## config.mk

```make
export PLATFORM = sky130hd
export DESIGN_NAME = abmd_decode
export DESIGN_NICKNAME = d
export VERILOG_FILES = /design/src/hdl/abmd_pkg.sv /design/src/hdl/abmd_range.sv /design/src/hdl/abmd_decode.sv
export SDC_FILE = /design/constraint.sdc
export NUM_CORES = 1
export LEC_CHECK = 0
export BUFFER_PORTS_ARGS = -buffer_cell sky130_fd_sc_hd__buf_4
export CAP_MARGIN = 20
export CELL_PAD_IN_SITES_DETAIL_PLACEMENT = 2
export CELL_PAD_IN_SITES_GLOBAL_PLACEMENT = 2
export CORE_AREA = 5 5 70 72
export DETAILED_ROUTE_END_ITERATION = 7
export DIE_AREA = 0 0 75 77
export PLACE_DENSITY_LB_ADDON = 0.1
export SYNTH_ARGS = -nofsm -noshare
export SYNTH_HDL_FRONTEND = slang
export SYNTH_SLANG_ARGS = --single-unit
```

## constraint.sdc

```tcl
create_clock -name mclk -period 1.3 [get_ports mclk]
set_input_delay 0.26 -clock mclk [delete_from_list [all_inputs] [get_ports mclk]]
set_output_delay 0.26 -clock mclk [all_outputs]
set_load 0.02 [all_outputs]
```

## src/hdl/abmd_pkg.sv

```systemverilog
// package: shared constants and carrier types for the adapter bus memory decoder
package abmd_pkg;
   // ----------------------------------------------------------------
   // address boundaries (word-aligned 16-bit byte addresses)
   // ----------------------------------------------------------------
   localparam logic [15:0] ABMD_REG_LO = 16'h0000;
   localparam logic [15:0] ABMD_REG_HI = 16'h0ffe;
   localparam logic [15:0] ABMD_PHREG_LO = 16'h0100;
   localparam logic [15:0] ABMD_PHREG_HI = 16'h012e;
   localparam logic [15:0] ABMD_XRAM_LO = 16'h1000;
   localparam logic [15:0] ABMD_XRAM_HI = 16'h3ffe;
   localparam logic [15:0] ABMD_SRAM_LO = 16'h4000;
   localparam logic [15:0] ABMD_SRAM_HI = 16'h7ffe;
   localparam logic [15:0] ABMD_EPROM_LO = 16'h8000;
   localparam logic [15:0] ABMD_EPROM_HI = 16'hfffe;
   localparam logic [15:0] ABMD_ROM_LO = 16'hc000;
   localparam logic [15:0] ABMD_ROM_HI = 16'hfffe;
   localparam logic [15:0] ABMD_DBUF_HI = 16'hbffe;
   localparam int ABMD_MSB = 15;
   localparam int ABMD_EPROM_AW = 14;
   localparam logic [1:0] ABMD_EPROM_WAITS = 2'h1;

   // ----------------------------------------------------------------
   // carrier types
   // ----------------------------------------------------------------
   typedef enum logic {ABMD_CFG_EPROM, ABMD_CFG_DRAM} abmd_cfg_e;

   typedef struct packed {
      logic [15:0] addr;
      logic instr_data_status;
      logic addr_phase_bit15;
      logic is_cp;
   } abmd_cycle_s;

   typedef struct packed {
      logic eprom;
      logic sram;
      logic xram;
      logic dram_instr;
      logic dram_data;
      logic handler;
   } abmd_sel_s;
endpackage : abmd_pkg

```

## src/hdl/abmd_range.sv

```systemverilog
// range comparator: one address window test
`timescale 1ns/10ps
`default_nettype none
module abmd_range #(
   parameter logic [15:0] LO = 16'h0000,
   parameter logic [15:0] HI = 16'hfffe
) (
   input wire logic [15:0] addr,
   output logic hit
);
   // bit 0 is ignored: the bus moves whole words only
   assign hit = (addr[15:1] >= LO[15:1]) && (addr[15:1] <= HI[15:1]);
endmodule : abmd_range
`default_nettype wire

```

## src/hdl/abmd_decode.sv

```systemverilog
// adapter bus memory decoder: address latch, chip selects, wait state, parity fetch
`timescale 1ns/10ps
`default_nettype none

// Summary of operation
// (RL1) eprom configuration: program eproms enabled for 8000 to fffe.
// (RL2) eprom configuration: mandatory static ram buffer enabled for 4000 to 7ffe.
// (RL3) optional extra ram enabled for 1000 to 3ffe in eprom configuration.
// (RL4) no external memory enabled for 0000 to 0ffe.
// (RL5) optionally one wait state on program eprom accesses.
// (RL6) static ram completes with zero wait states and carries parity.
// (RL7) eprom configuration: handler select inactive for 8000 to fffe.
// (RL8) handler select active for 0100 to 012e.
// (RL9) simple build drives handler select from latched address msb.
// (RL10) parity eprom drives odd byte parity onto high and low parity lines.
// (RL11) debug firmware image holds eprom top address high, code from c000.
// (RL12) dram configuration: instruction/data status is an extra address bit.
// (RL13) host keeps rom disable low after reset so handler rom is mapped.
// (RL14) hardware reset traps processor to handler rom; firmware must be reloaded.
// (RL15) mac-only dram build keeps handler rom, dram 1000 to bffe buffers.
// (RL16) dma masters drive instruction/data status low, so data space.
// (RL17) latch bus bit 15 at address phase; low selects instruction-only map.
// (RL18) bit 15 high gives the normal partitioned instruction/data decode.
// (RL19) dram: handler select for 0000-0ffe and c000-fffe while rom enabled.
// (RL20) rom disable set: handler rom off, dram covers c000 to fffe.
// (RL21) at most one select per cycle, none for uncovered addresses. Simple build selects handler for 0000 to 7ffe, together with the rams.
module abmd_decode
   import abmd_pkg::*;
#(
   parameter abmd_cfg_e CFG = ABMD_CFG_EPROM,
   parameter bit EXTRA_RAM = 1'b0,
   parameter bit EPROM_WAIT = 1'b0,
   parameter bit SIMPLE_HANDLER = 1'b0,
   parameter bit DEBUG_IMAGE = 1'b0,
   parameter bit MAC_ONLY = 1'b0
) (
   input wire logic mclk,
   input wire logic rst_n,
   input wire logic addr_strobe,
   input wire logic data_strobe,
   input wire abmd_pkg::abmd_cycle_s cycle_in,
   input wire logic handler_rom_disable,
   input wire logic hardware_reset_n,
   input wire logic [1:0] parity_rom_data,
   output abmd_pkg::abmd_sel_s sel_q,
   output logic handler_select_n,
   output logic ready,
   output logic [ABMD_EPROM_AW-1:0] eprom_addr_q,
   output logic parity_high_line,
   output logic parity_low_line,
   output logic parity_oe,
   output logic parity_check_strap,
   output logic rom_trap_pending_q
);
   import abmd_pkg::*;

   // ----------------------------------------------------------------
   // pin synchronisers
   // ----------------------------------------------------------------
   logic dis_s1_q, dis_s2_q, hrst_s1_q, hrst_s2_q;

   always_ff @(posedge mclk or negedge rst_n) begin
      if (!rst_n) begin
         dis_s1_q <= 1'b0;
         dis_s2_q <= 1'b0;
         hrst_s1_q <= 1'b1;
         hrst_s2_q <= 1'b1;
      end else begin
         dis_s1_q <= handler_rom_disable;
         dis_s2_q <= dis_s1_q;
         hrst_s1_q <= hardware_reset_n;
         hrst_s2_q <= hrst_s1_q;
      end
   end

   // ----------------------------------------------------------------
   // address latch
   // ----------------------------------------------------------------
   // strobes come from the bus master on mclk, so they are used directly
   abmd_cycle_s lat_q;

   always_ff @(posedge mclk or negedge rst_n) begin
      if (!rst_n) begin
         lat_q <= '0;
      end else if (addr_strobe) begin
         lat_q <= cycle_in; // see (RL17)
      end
   end

   wire [15:0] a = lat_q.addr;
   // dma masters never drive the status high; forcing it keeps a glitch out of
   // instruction space
   wire instr_sp = lat_q.instr_data_status & lat_q.is_cp; // see (RL16)
   wire dl_map = ~lat_q.addr_phase_bit15; // see (RL17)

   // ----------------------------------------------------------------
   // window comparators
   // ----------------------------------------------------------------
   logic h_reg, h_phreg, h_xram, h_sram, h_eprom, h_rom, h_dbuf;

   abmd_range #(.LO(ABMD_REG_LO), .HI(ABMD_REG_HI)) u_reg (.addr(a), .hit(h_reg));
   abmd_range #(.LO(ABMD_PHREG_LO), .HI(ABMD_PHREG_HI)) u_phreg (.addr(a), .hit(h_phreg));
   abmd_range #(.LO(ABMD_XRAM_LO), .HI(ABMD_XRAM_HI)) u_xram (.addr(a), .hit(h_xram));
   abmd_range #(.LO(ABMD_SRAM_LO), .HI(ABMD_SRAM_HI)) u_sram (.addr(a), .hit(h_sram));
   abmd_range #(.LO(ABMD_EPROM_LO), .HI(ABMD_EPROM_HI)) u_eprom (.addr(a), .hit(h_eprom));
   abmd_range #(.LO(ABMD_ROM_LO), .HI(ABMD_ROM_HI)) u_rom (.addr(a), .hit(h_rom));
   abmd_range #(.LO(ABMD_XRAM_LO), .HI(ABMD_DBUF_HI)) u_dbuf (.addr(a), .hit(h_dbuf));

   // ----------------------------------------------------------------
   // rom trap after hardware reset
   // ----------------------------------------------------------------
   // a hardware reset leaves dram contents stale; the rom stays mapped until
   // the host raises the disable again after reloading
   logic rom_trap_d;
   assign rom_trap_d = (~hrst_s2_q) | (rom_trap_pending_q & dis_s2_q); // see (RL14)

   always_ff @(posedge mclk or negedge rst_n) begin
      if (!rst_n) begin
         rom_trap_pending_q <= 1'b1;
      end else begin
         rom_trap_pending_q <= rom_trap_d;
      end
   end

   // rom is mapped while disable is low or a trap is pending
   wire rom_on = ~dis_s2_q | rom_trap_pending_q | MAC_ONLY; // see (RL13) see (RL15) see (RL20)

   // ----------------------------------------------------------------
   // eprom configuration decode
   // ----------------------------------------------------------------
   wire e_eprom = h_eprom; // see (RL1)
   wire e_sram = h_sram; // see (RL2)
   wire e_xram = EXTRA_RAM & h_xram; // see (RL3)
   // registers and on-chip ram below 1000 never reach external memory
   wire e_hsel = SIMPLE_HANDLER ? ~a[ABMD_MSB] : h_phreg; // see (RL8) see (RL9)
   wire e_handler = e_hsel & ~h_eprom; // see (RL7)

   // ----------------------------------------------------------------
   // dram configuration decode
   // ----------------------------------------------------------------
   wire d_handler = h_reg | (h_rom & rom_on); // see (RL19)
   wire d_mem = ~d_handler & ~h_reg; // see (RL4) see (RL20)
   wire d_instr = d_mem & (dl_map | instr_sp); // see (RL12) see (RL17) see (RL18)
   wire d_data = d_mem & ~dl_map & ~instr_sp; // see (RL12) see (RL18)

   // ----------------------------------------------------------------
   // select register
   // ----------------------------------------------------------------
   abmd_sel_s sel_d;

   always_comb begin
      sel_d = '0;
      if (CFG == ABMD_CFG_EPROM) begin
         sel_d.eprom = e_eprom;
         sel_d.sram = e_sram;
         sel_d.xram = e_xram;
         sel_d.handler = e_handler;
      end else begin
         sel_d.dram_instr = d_instr;
         sel_d.dram_data = d_data;
         sel_d.handler = d_handler;
      end
   end

   always_ff @(posedge mclk or negedge rst_n) begin
      if (!rst_n) begin
         sel_q <= '0;
      end else if (addr_strobe) begin
         sel_q <= '0;
      end else begin
         sel_q <= sel_d; // see (RL21)
      end
   end

   assign handler_select_n = ~sel_q.handler;

   // ----------------------------------------------------------------
   // eprom address and debug image
   // ----------------------------------------------------------------
   logic [ABMD_EPROM_AW-1:0] eprom_addr_d;

   always_comb begin
      eprom_addr_d = a[ABMD_EPROM_AW:1];
      if (DEBUG_IMAGE) begin
         eprom_addr_d[ABMD_EPROM_AW-1] = 1'b1; // see (RL11)
      end
   end

   always_ff @(posedge mclk or negedge rst_n) begin
      if (!rst_n) begin
         eprom_addr_q <= '0;
      end else begin
         eprom_addr_q <= eprom_addr_d;
      end
   end

   // ----------------------------------------------------------------
   // wait state
   // ----------------------------------------------------------------
   // slower eproms trade one cycle per fetch; ram never waits
   logic [1:0] wait_q, wait_d;
   wire wait_load = data_strobe & sel_q.eprom & EPROM_WAIT & (wait_q == 2'h0);

   always_comb begin
      wait_d = wait_q;
      if (addr_strobe) begin
         wait_d = 2'h0;
      end else if (wait_load) begin
         wait_d = ABMD_EPROM_WAITS; // see (RL5)
      end else if (wait_q == ABMD_EPROM_WAITS) begin
         wait_d = 2'h2;
      end
   end

   always_ff @(posedge mclk or negedge rst_n) begin
      if (!rst_n) begin
         wait_q <= 2'h0;
      end else begin
         wait_q <= wait_d;
      end
   end

   // ready low only in the one inserted cycle; the counter then parks until the next
   // address phase, so a data strobe held high cannot stall the bus a second time
   assign ready = ~wait_load; // see (RL5) see (RL6)

   // ----------------------------------------------------------------
   // parity lines
   // ----------------------------------------------------------------
   // the parity eprom only answers eprom reads; static ram parity is carried by
   // the ram itself on the same lines
   logic ph_q, pl_q, poe_q;

   always_ff @(posedge mclk or negedge rst_n) begin
      if (!rst_n) begin
         ph_q <= 1'b0;
         pl_q <= 1'b0;
         poe_q <= 1'b0;
      end else begin
         ph_q <= parity_rom_data[1]; // see (RL10)
         pl_q <= parity_rom_data[0]; // see (RL10)
         poe_q <= data_strobe & sel_q.eprom & (CFG == ABMD_CFG_EPROM);
      end
   end

   assign parity_high_line = ph_q;
   assign parity_low_line = pl_q;
   assign parity_oe = poe_q;
   // strap low enables parity checks; only safe when eproms hold the code
   assign parity_check_strap = ~((CFG == ABMD_CFG_EPROM) & ~MAC_ONLY);

   // ----------------------------------------------------------------
   // assertions
   // ----------------------------------------------------------------
   // whole map: exclusivity and the register hole
   a_no_low_mem: assert property (@(posedge mclk) disable iff (!rst_n) // see (RL4)
      (lat_q.addr <= ABMD_REG_HI && !addr_strobe) |=>
      !(sel_q.eprom | sel_q.sram | sel_q.xram | sel_q.dram_instr | sel_q.dram_data))
      else $error("external memory selected in register range");
   a_one_select: assert property (@(posedge mclk) disable iff (!rst_n) // see (RL21)
      $onehot0(sel_q))
      else $error("more than one select active");
   a_reg_unmapped: assert property (@(posedge mclk) disable iff (!rst_n) // see (RL21)
      (CFG == ABMD_CFG_EPROM && !SIMPLE_HANDLER && h_reg && !h_phreg && !addr_strobe)
      |=> sel_q == '0)
      else $error("select active for uncovered address");
   a_dram_no_static: assert property (@(posedge mclk) disable iff (!rst_n) // see (RL21)
      (CFG == ABMD_CFG_DRAM) |-> !(sel_q.eprom | sel_q.sram | sel_q.xram))
      else $error("static memory selected in dram build");

   // eprom build windows, wait state and parity
   a_eprom_window: assert property (@(posedge mclk) disable iff (!rst_n) // see (RL1)
      (CFG == ABMD_CFG_EPROM && h_eprom && !addr_strobe) |=> sel_q.eprom && handler_select_n)
      else $error("eprom window decode wrong");
   a_eprom_addr: assert property (@(posedge mclk) disable iff (!rst_n) // see (RL1)
      1'b1 |=> eprom_addr_q[ABMD_EPROM_AW-2:0] == $past(lat_q.addr[ABMD_EPROM_AW-1:1]))
      else $error("eprom address not following latch");
   a_debug_top: assert property (@(posedge mclk) disable iff (!rst_n) // see (RL11)
      (DEBUG_IMAGE == 1'b1) |=> eprom_addr_q[ABMD_EPROM_AW-1])
      else $error("debug image top address bit low");
   a_sram_window: assert property (@(posedge mclk) disable iff (!rst_n) // see (RL2)
      (CFG == ABMD_CFG_EPROM && !addr_strobe) |=> sel_q.sram == $past(h_sram))
      else $error("sram window decode wrong");
   a_xram_window: assert property (@(posedge mclk) disable iff (!rst_n) // see (RL3)
      (CFG == ABMD_CFG_EPROM && !addr_strobe) |=> sel_q.xram == (EXTRA_RAM && $past(h_xram)))
      else $error("extra ram window decode wrong");
   a_eprom_deselect: assert property (@(posedge mclk) disable iff (!rst_n) // see (RL7)
      (CFG == ABMD_CFG_EPROM && sel_q.eprom) |-> handler_select_n)
      else $error("handler selected in eprom window");
   a_phreg_window: assert property (@(posedge mclk) disable iff (!rst_n) // see (RL8)
      (h_phreg && !addr_strobe) |=> !handler_select_n)
      else $error("handler registers not selected");
   a_sram_nowait: assert property (@(posedge mclk) disable iff (!rst_n) // see (RL6)
      (sel_q.sram || sel_q.dram_data) |-> ready)
      else $error("ram access stalled");
   a_eprom_wait: assert property (@(posedge mclk) disable iff (!rst_n) // see (RL5)
      (!ready && !addr_strobe) |=> ready)
      else $error("more than one wait state");
   a_parity_pass: assert property (@(posedge mclk) disable iff (!rst_n) // see (RL10)
      (CFG == ABMD_CFG_EPROM && data_strobe && sel_q.eprom) |=>
      parity_oe && {parity_high_line, parity_low_line} == $past(parity_rom_data))
      else $error("parity lines not driven from parity eprom");

   // dram build: instruction and data split, rom mapping
   a_instr_space: assert property (@(posedge mclk) disable iff (!rst_n) // see (RL12)
      (CFG == ABMD_CFG_DRAM && d_mem && !dl_map && lat_q.instr_data_status && lat_q.is_cp
      && !addr_strobe) |=> sel_q.dram_instr)
      else $error("instruction fetch missed instruction space");
   a_data_space: assert property (@(posedge mclk) disable iff (!rst_n) // see (RL18)
      (CFG == ABMD_CFG_DRAM && d_mem && !dl_map && !lat_q.instr_data_status && !addr_strobe)
      |=> sel_q.dram_data)
      else $error("data access missed data space");
   a_rom_reset: assert property (@(posedge mclk) disable iff (!rst_n) // see (RL14)
      !hrst_s2_q |=> rom_trap_pending_q && rom_on)
      else $error("rom not restored after hardware reset");
   a_rom_trap_hold: assert property (@(posedge mclk) disable iff (!rst_n) // see (RL14)
      (rom_trap_pending_q && dis_s2_q) |=> rom_trap_pending_q)
      else $error("rom trap released while disable held");
   a_handler_regs_dram: assert property (@(posedge mclk) disable iff (!rst_n) // see (RL19)
      (CFG == ABMD_CFG_DRAM && h_reg && !addr_strobe) |=> !handler_select_n)
      else $error("handler registers not selected in dram build");
   a_rom_mapped: assert property (@(posedge mclk) disable iff (!rst_n) // see (RL19)
      (CFG == ABMD_CFG_DRAM && h_rom && !dis_s2_q && !addr_strobe) |=> !handler_select_n)
      else $error("handler rom missing while disable low");
   a_mac_rom: assert property (@(posedge mclk) disable iff (!rst_n) // see (RL15)
      (CFG == ABMD_CFG_DRAM && MAC_ONLY && h_rom && !addr_strobe) |=> !handler_select_n)
      else $error("handler rom unmapped in mac-only build");
   a_dram_buffer: assert property (@(posedge mclk) disable iff (!rst_n) // see (RL15)
      (CFG == ABMD_CFG_DRAM && h_dbuf && !addr_strobe) |=> sel_q.dram_instr || sel_q.dram_data)
      else $error("dram buffer window not selected");
   a_rom_disable: assert property (@(posedge mclk) disable iff (!rst_n) // see (RL20)
      (CFG == ABMD_CFG_DRAM && !MAC_ONLY && !rom_on && h_rom && !addr_strobe)
      |=> handler_select_n)
      else $error("handler rom active while disabled");
   a_dl_map: assert property (@(posedge mclk) disable iff (!rst_n) // see (RL17)
      (CFG == ABMD_CFG_DRAM && dl_map && d_mem && !addr_strobe) |=> sel_q.dram_instr)
      else $error("download map missed instruction space");
   a_dma_data: assert property (@(posedge mclk) disable iff (!rst_n) // see (RL16)
      (CFG == ABMD_CFG_DRAM && !lat_q.is_cp && !dl_map && d_mem && !addr_strobe)
      |=> sel_q.dram_data)
      else $error("dma access left data space");

   c_eprom_fetch: cover property (@(posedge mclk) disable iff (!rst_n) sel_q.eprom ##1 ready);
   c_wait_state: cover property (@(posedge mclk) disable iff (!rst_n) !ready);
   c_dram_instr: cover property (@(posedge mclk) disable iff (!rst_n) sel_q.dram_instr);
   c_rom_off: cover property (@(posedge mclk) disable iff (!rst_n) !rom_trap_pending_q);
   c_trap_reset: cover property (@(posedge mclk) disable iff (!rst_n)
      !hrst_s2_q ##1 rom_trap_pending_q);
endmodule : abmd_decode
`default_nettype wire

```

Yosys cells after proc, flatten, opt, wreduce, memory -nomap -nowiden
Cells that the tools add are included.
{"block": "totals", "elab_cells": 33, "ff_bits": 44, "out_inout_bits": 27, "input_bits": 27}
{"block": "op_classes", "reduce_logical": 3, "mux": 1, "order_cmp": 6, "bitwise": 7}
{"operator": "greater-or-equal comparator 15 x 14 -> 1 bit, second input constant", "count": 1}
{"operator": "greater-or-equal comparator 15 bit, second input constant", "count": 1}
{"operator": "greater-or-equal comparator 15 x 8 -> 1 bit, second input constant", "count": 1}
{"operator": "<= comparator 15 x 14 -> 1 bit, second input constant", "count": 1}
{"operator": "<= comparator 15 bit, second input constant", "count": 1}
{"operator": "<= comparator 15 x 8 -> 1 bit, second input constant", "count": 1}
{"operator": "two-way mux 6 bit", "count": 1}
{"operator": "bitwise AND 1 bit", "count": 3}
{"operator": "logical AND 1 bit", "count": 3}
{"operator": "NOT 1 bit", "count": 3}
{"operator": "bitwise OR 1 bit", "count": 1}

Depth between registers and ports, before layout
{"block": "logic_depth", "depth_word": 5, "mapped_depth": 4, "mapped_depth_nobuf": 2}

Modules after synthesis
Synthesis repeated with hierarchy kept, for this count alone.
{"block": "hier_totals", "cells_unflattened": 78, "hier_area_um2": 1403.8}
{"module": "abmd_decode", "cells_each": 72, "area_per_inst_um2": 1357.6, "instances": 1, "seq_area_each_um2": 1029.7}
{"module": "abmd_range (u_phreg)", "cells_each": 4, "area_per_inst_um2": 28.8, "instances": 1, "seq_area_each_um2": 0.0}
{"module": "abmd_range (u_sram)", "cells_each": 1, "area_per_inst_um2": 13.8, "instances": 1, "seq_area_each_um2": 0.0}
{"module": "abmd_range (u_eprom)", "cells_each": 1, "area_per_inst_um2": 3.8, "instances": 1, "seq_area_each_um2": 0.0}

Worst setup path before layout
No wires, ideal clock.
{"block": "synth_path", "path_kind": "input -> register", "from": "input addr_strobe", "to": "register, netlist name a[10]", "path_slack_ps": 363, "cell_stages": 3, "n_path_buf": 2, "setup_time_ps": 125, "required_ps": 1175, "t_arrival_ps": 813, "cell_sequence": "buf_6 > buf_8 > mux2_2"}
{"item": "start: declaration", "line_no": "abmd_decode.sv:39", "text": "input wire logic addr_strobe,"}
No word-level cell between the ends.

Worst setup path in the final report
{"block": "layout_path", "from": "register rom_trap_pending_q", "to": "output rom_trap_pending_q"}
{"item": "start: declaration", "line_no": "abmd_decode.sv:53", "text": "output logic rom_trap_pending_q"}
{"item": "start signal: assignment", "line_no": "abmd_decode.sv:121", "text": "rom_trap_pending_q <= rom_trap_d;"}
No word-level cell between the ends.

==> impl_metrics.csv <==
group,metric,value,unit
timing,finalCriticalPeriod,1.206,ns
cts,cts_buffers,5,
cts,root_buffer,"clkbuf_8",
global_route,grt_max_degree,41,
drt,wl_met2,1.463,mm
timing,rsz0062_at_grt,"no",
drt,top_layer_used,"met4",
pwr,vdd_drop_max,0.6177,mV
synth,yosysUniqueCellTypes,16,
synth,yosysSeqAreaShare,76.55,%
global_route,grt_pass1_wl,4.388,mm
cells_and_area,multi_input_area,251.5,um^2
worst_setup_path,r2r_end,"sel_q[0]",
floorplanning,fp.dieW,75,um
worst_setup_path,crit_slowest_cell,"dfstp_2",
pwr,power.share.clock,32.3,%
drt,wl_met3,287,um
placement,place_ws,0.2617,ns
drt,dr.pass1.iters,2,
floorplanning,core_area,4234,um^2
drt,via_per_inst,4.261,
cts,cts_tree,"built",
timing,finalCritPeriodShare,92.73,%
worst_setup_path,crit_path_start_kind,"register",
worst_setup_path,worst-path-max-fanout,2,
worst_setup_path,reg2reg_depth,2,
worst_setup_path,worstPathArrival,0.95,ns
worst_setup_path,endpoint_kind,"output port",
worst_setup_path,crit_buf_inv,1,
synth,synth_fa_ha_area_share,0,%
synth,synth-seq-cells,40,
cts,postCtsSetupBuffers,0,
hold_path,hold_path.class,"primary input to register",
cells_and_area,fin_nets,150,
pwr,power_leakage,0.8427,nW
pwr,finalPower,2.557,mW
cts,clk_pin_slew,0.07,ns
timing,max_freq,829.5,MHz
drt,drt_iter0_markers,8,
timing,final.setup.worst_slack,0.09447,ns
cells_and_area,areaGrowthSynthToFinish,33.94,%
cells_and_area,post_route_cells_drive_above_1_share,56.45,%
timing,drv_slew,0,
worst_setup_path,rr_startpoint,"a[12]",
global_route,antenna_found_initial,0,
global_route,grt_pass1_vias,894,
synth,synth_area,1313,um^2
drt,via_count,750,
placement,dp_cells,167,
pwr,internal-power,1.936,mW
worst_setup_path,r2r_slack,0.29,ns
hold_path,worstHoldPathCells,1,
synth,netlist_instances,75,
worst_setup_path,crit_start,"rom_trap_pending_q",
synth,yosys.area_share.simple,5.148,%
timing,setup_tns,0,ns
worst_setup_path,path_depth,1,
global_route,overflow,0,
status,status,"completed",
worst_setup_path,worstPathRequired,1.04,ns
flow_run,drv_cap,0,
cells_and_area,nFillCells,427,
cts,cts_buffer_depth,2,
pwr,p_comb_share,12.7,%
global_route,grtUsageTotal,10.59,%
drt,drc,0,
synth,synth_top_family_by_area,"multiplexers",
floorplanning,start_util,31.00,%
timing,finalSetupViolCount,0,
worst_setup_path,crit_family,"flip-flops",
cells_and_area,fin_area,1758,um^2
cells_and_area,seqCellArea,1005,um^2
pwr,p_sw,0.6207,mW
pwr,power_frac_seq,55.0,%
timing,fin_hold_ws,0.08099,ns
cells_and_area,layout_common_cells,"buf_4, dfrtp_1, mux2_2, clkbuf_8, conb_1",
synth,syn_avg_cell_area,17.50,um^2
floorplanning,die-area,5775,um^2
cells_and_area,final_core_util,41.52,%
timing,finalHoldViolations,0,
synth,synth_compound_area_share,0.5720,%
hold_path,worstHoldStart,"parity_rom_data[0]",
placement,io_buffer_count,44,
drt,finalWirelength,2.670,mm
cts,worstSkewPairLatency,0.28,ns
placement,globalplace.congestion,0.5804,
synth,synth-xor-area-share,0,%
drt,wl_per_cell,15.17,um
cells_and_area,final_common_cell,"buf_4",
cts,cts-resized-gates,0,
synth,synthMuxAreaShare,12.01,%
cells_and_area,diodes,0,
placement,placed_area,1655,um^2
timing,skew,0.002171,ns
floorplanning,rows,24,
pwr,p_sw_share,24.27,%
floorplanning,die_h,77,um
drt,met1_length,866,um
worst_setup_path,slowest_delay,0.53,ns
cells_and_area,layoutNonFillerInstCount,176,
drt,antenna_left,0,
cts,htreeDepth,2,
floorplanning,ioPinCount,54,
pwr,p_per_area,1455,nW/um^2
worst_setup_path,path_cells,"buf_4",
cts,numClockSinks,40,
synth,ys_warn_count,0,
worst_setup_path,worstSetupPathType,"register to output port",
hold_path,holdPathEnd,"parity_low_line",
power groups by stage:
stage / sequential [mW] / clock (mW) / combinational (mW)
after floorplan: 1.49 / 0 / 0.0983
after global placement: 1.43 / 0 / 0.321
after detailed placement: 1.43 / 0 / 0.331
after CTS: 1.41 / 0.875 / 0.334
after global routing: 1.42 / 0.938 / 0.349
final: 1.41 / 0.826 / 0.324
cells by family (layout without fill, tap and decap cells):
kind of cell / count (synthesis) / after routing
buffers and inverters: 8 / 54
muxes: 14 / 14
and+or+nand+nor: 10 / 10
AOI/OAI and AO/OA: 1 / 1
other: 2 / 5
DFF: 40 / 40
final cells by class:
type                       count  area share [%]
clock inverter                 2          0.5694
clock buffer                   6           4.697
inverter                       1          0.2135
sequential                    40           57.15
timing repair buffer          45           19.36
tap                           52           3.701
multi-input combinational     30           14.31
worst reg2reg max path: stages (launching register included):
cell	delay [ns]
dfrtp_1	0.40
nor4_1	0.33
and4_1	0.22
synthesized netlist by cell type:
master | number | area, um^2
a21o_1 | 1 | 7.510
buf_6 | 1 | 11.26
conb_1 | 2 | 7.510
nor3b_1 | 2 | 15.01
nor4_2 | 1 | 12.51
dfstp_2 | 3 | 78.83
inv_1 | 1 | 3.750
nand2_1 | 3 | 11.26
nor4_1 | 1 | 6.260
mux2_2 | 14 | 157.7
and2b_1 | 1 | 7.510
buf_4 | 5 | 37.54
buf_8 | 1 | 15.01
and4_1 | 1 | 8.760
dfrtp_1 | 37 | 925.9
and2_1 | 1 | 6.260
per-layer routing:
layer,vias up,global-route usage (%)
li1,330,-
met1,384,10.91
met2,29,17.33
met3,7,5.621
met4,0,4.804
met5,-,0
what timing repair did:
action | CTS | global route
endpoints found under the setup margin | 0 | 0
endpoints found under the hold margin | 37 | 0
hold buffers | 1 | 0
how the worst max path moves through the flow:
stage,endpoint,slack [ns]
finish,rom_trap_pending_q,0.09
floorplan,a[10],0.36
global placement,sel_q[0],0.27
global route,rom_trap_pending_q,0.05
detailed placement,sel_q[0],0.26
CTS,rom_trap_pending_q,0.07
state kept, by name, summed over array words and instances, names as in the netlist:
signal and cells:
a 15, dis_s1_q 1, dis_s2_q 1, eprom_addr_q 14
hrst_s1_q 1, hrst_s2_q 1, parity_high_line 1, parity_low_line 1
parity_oe 1, rom_trap_pending_q 1, sel_q 3
No activity file was read; power rests on OpenSTA's default activity.
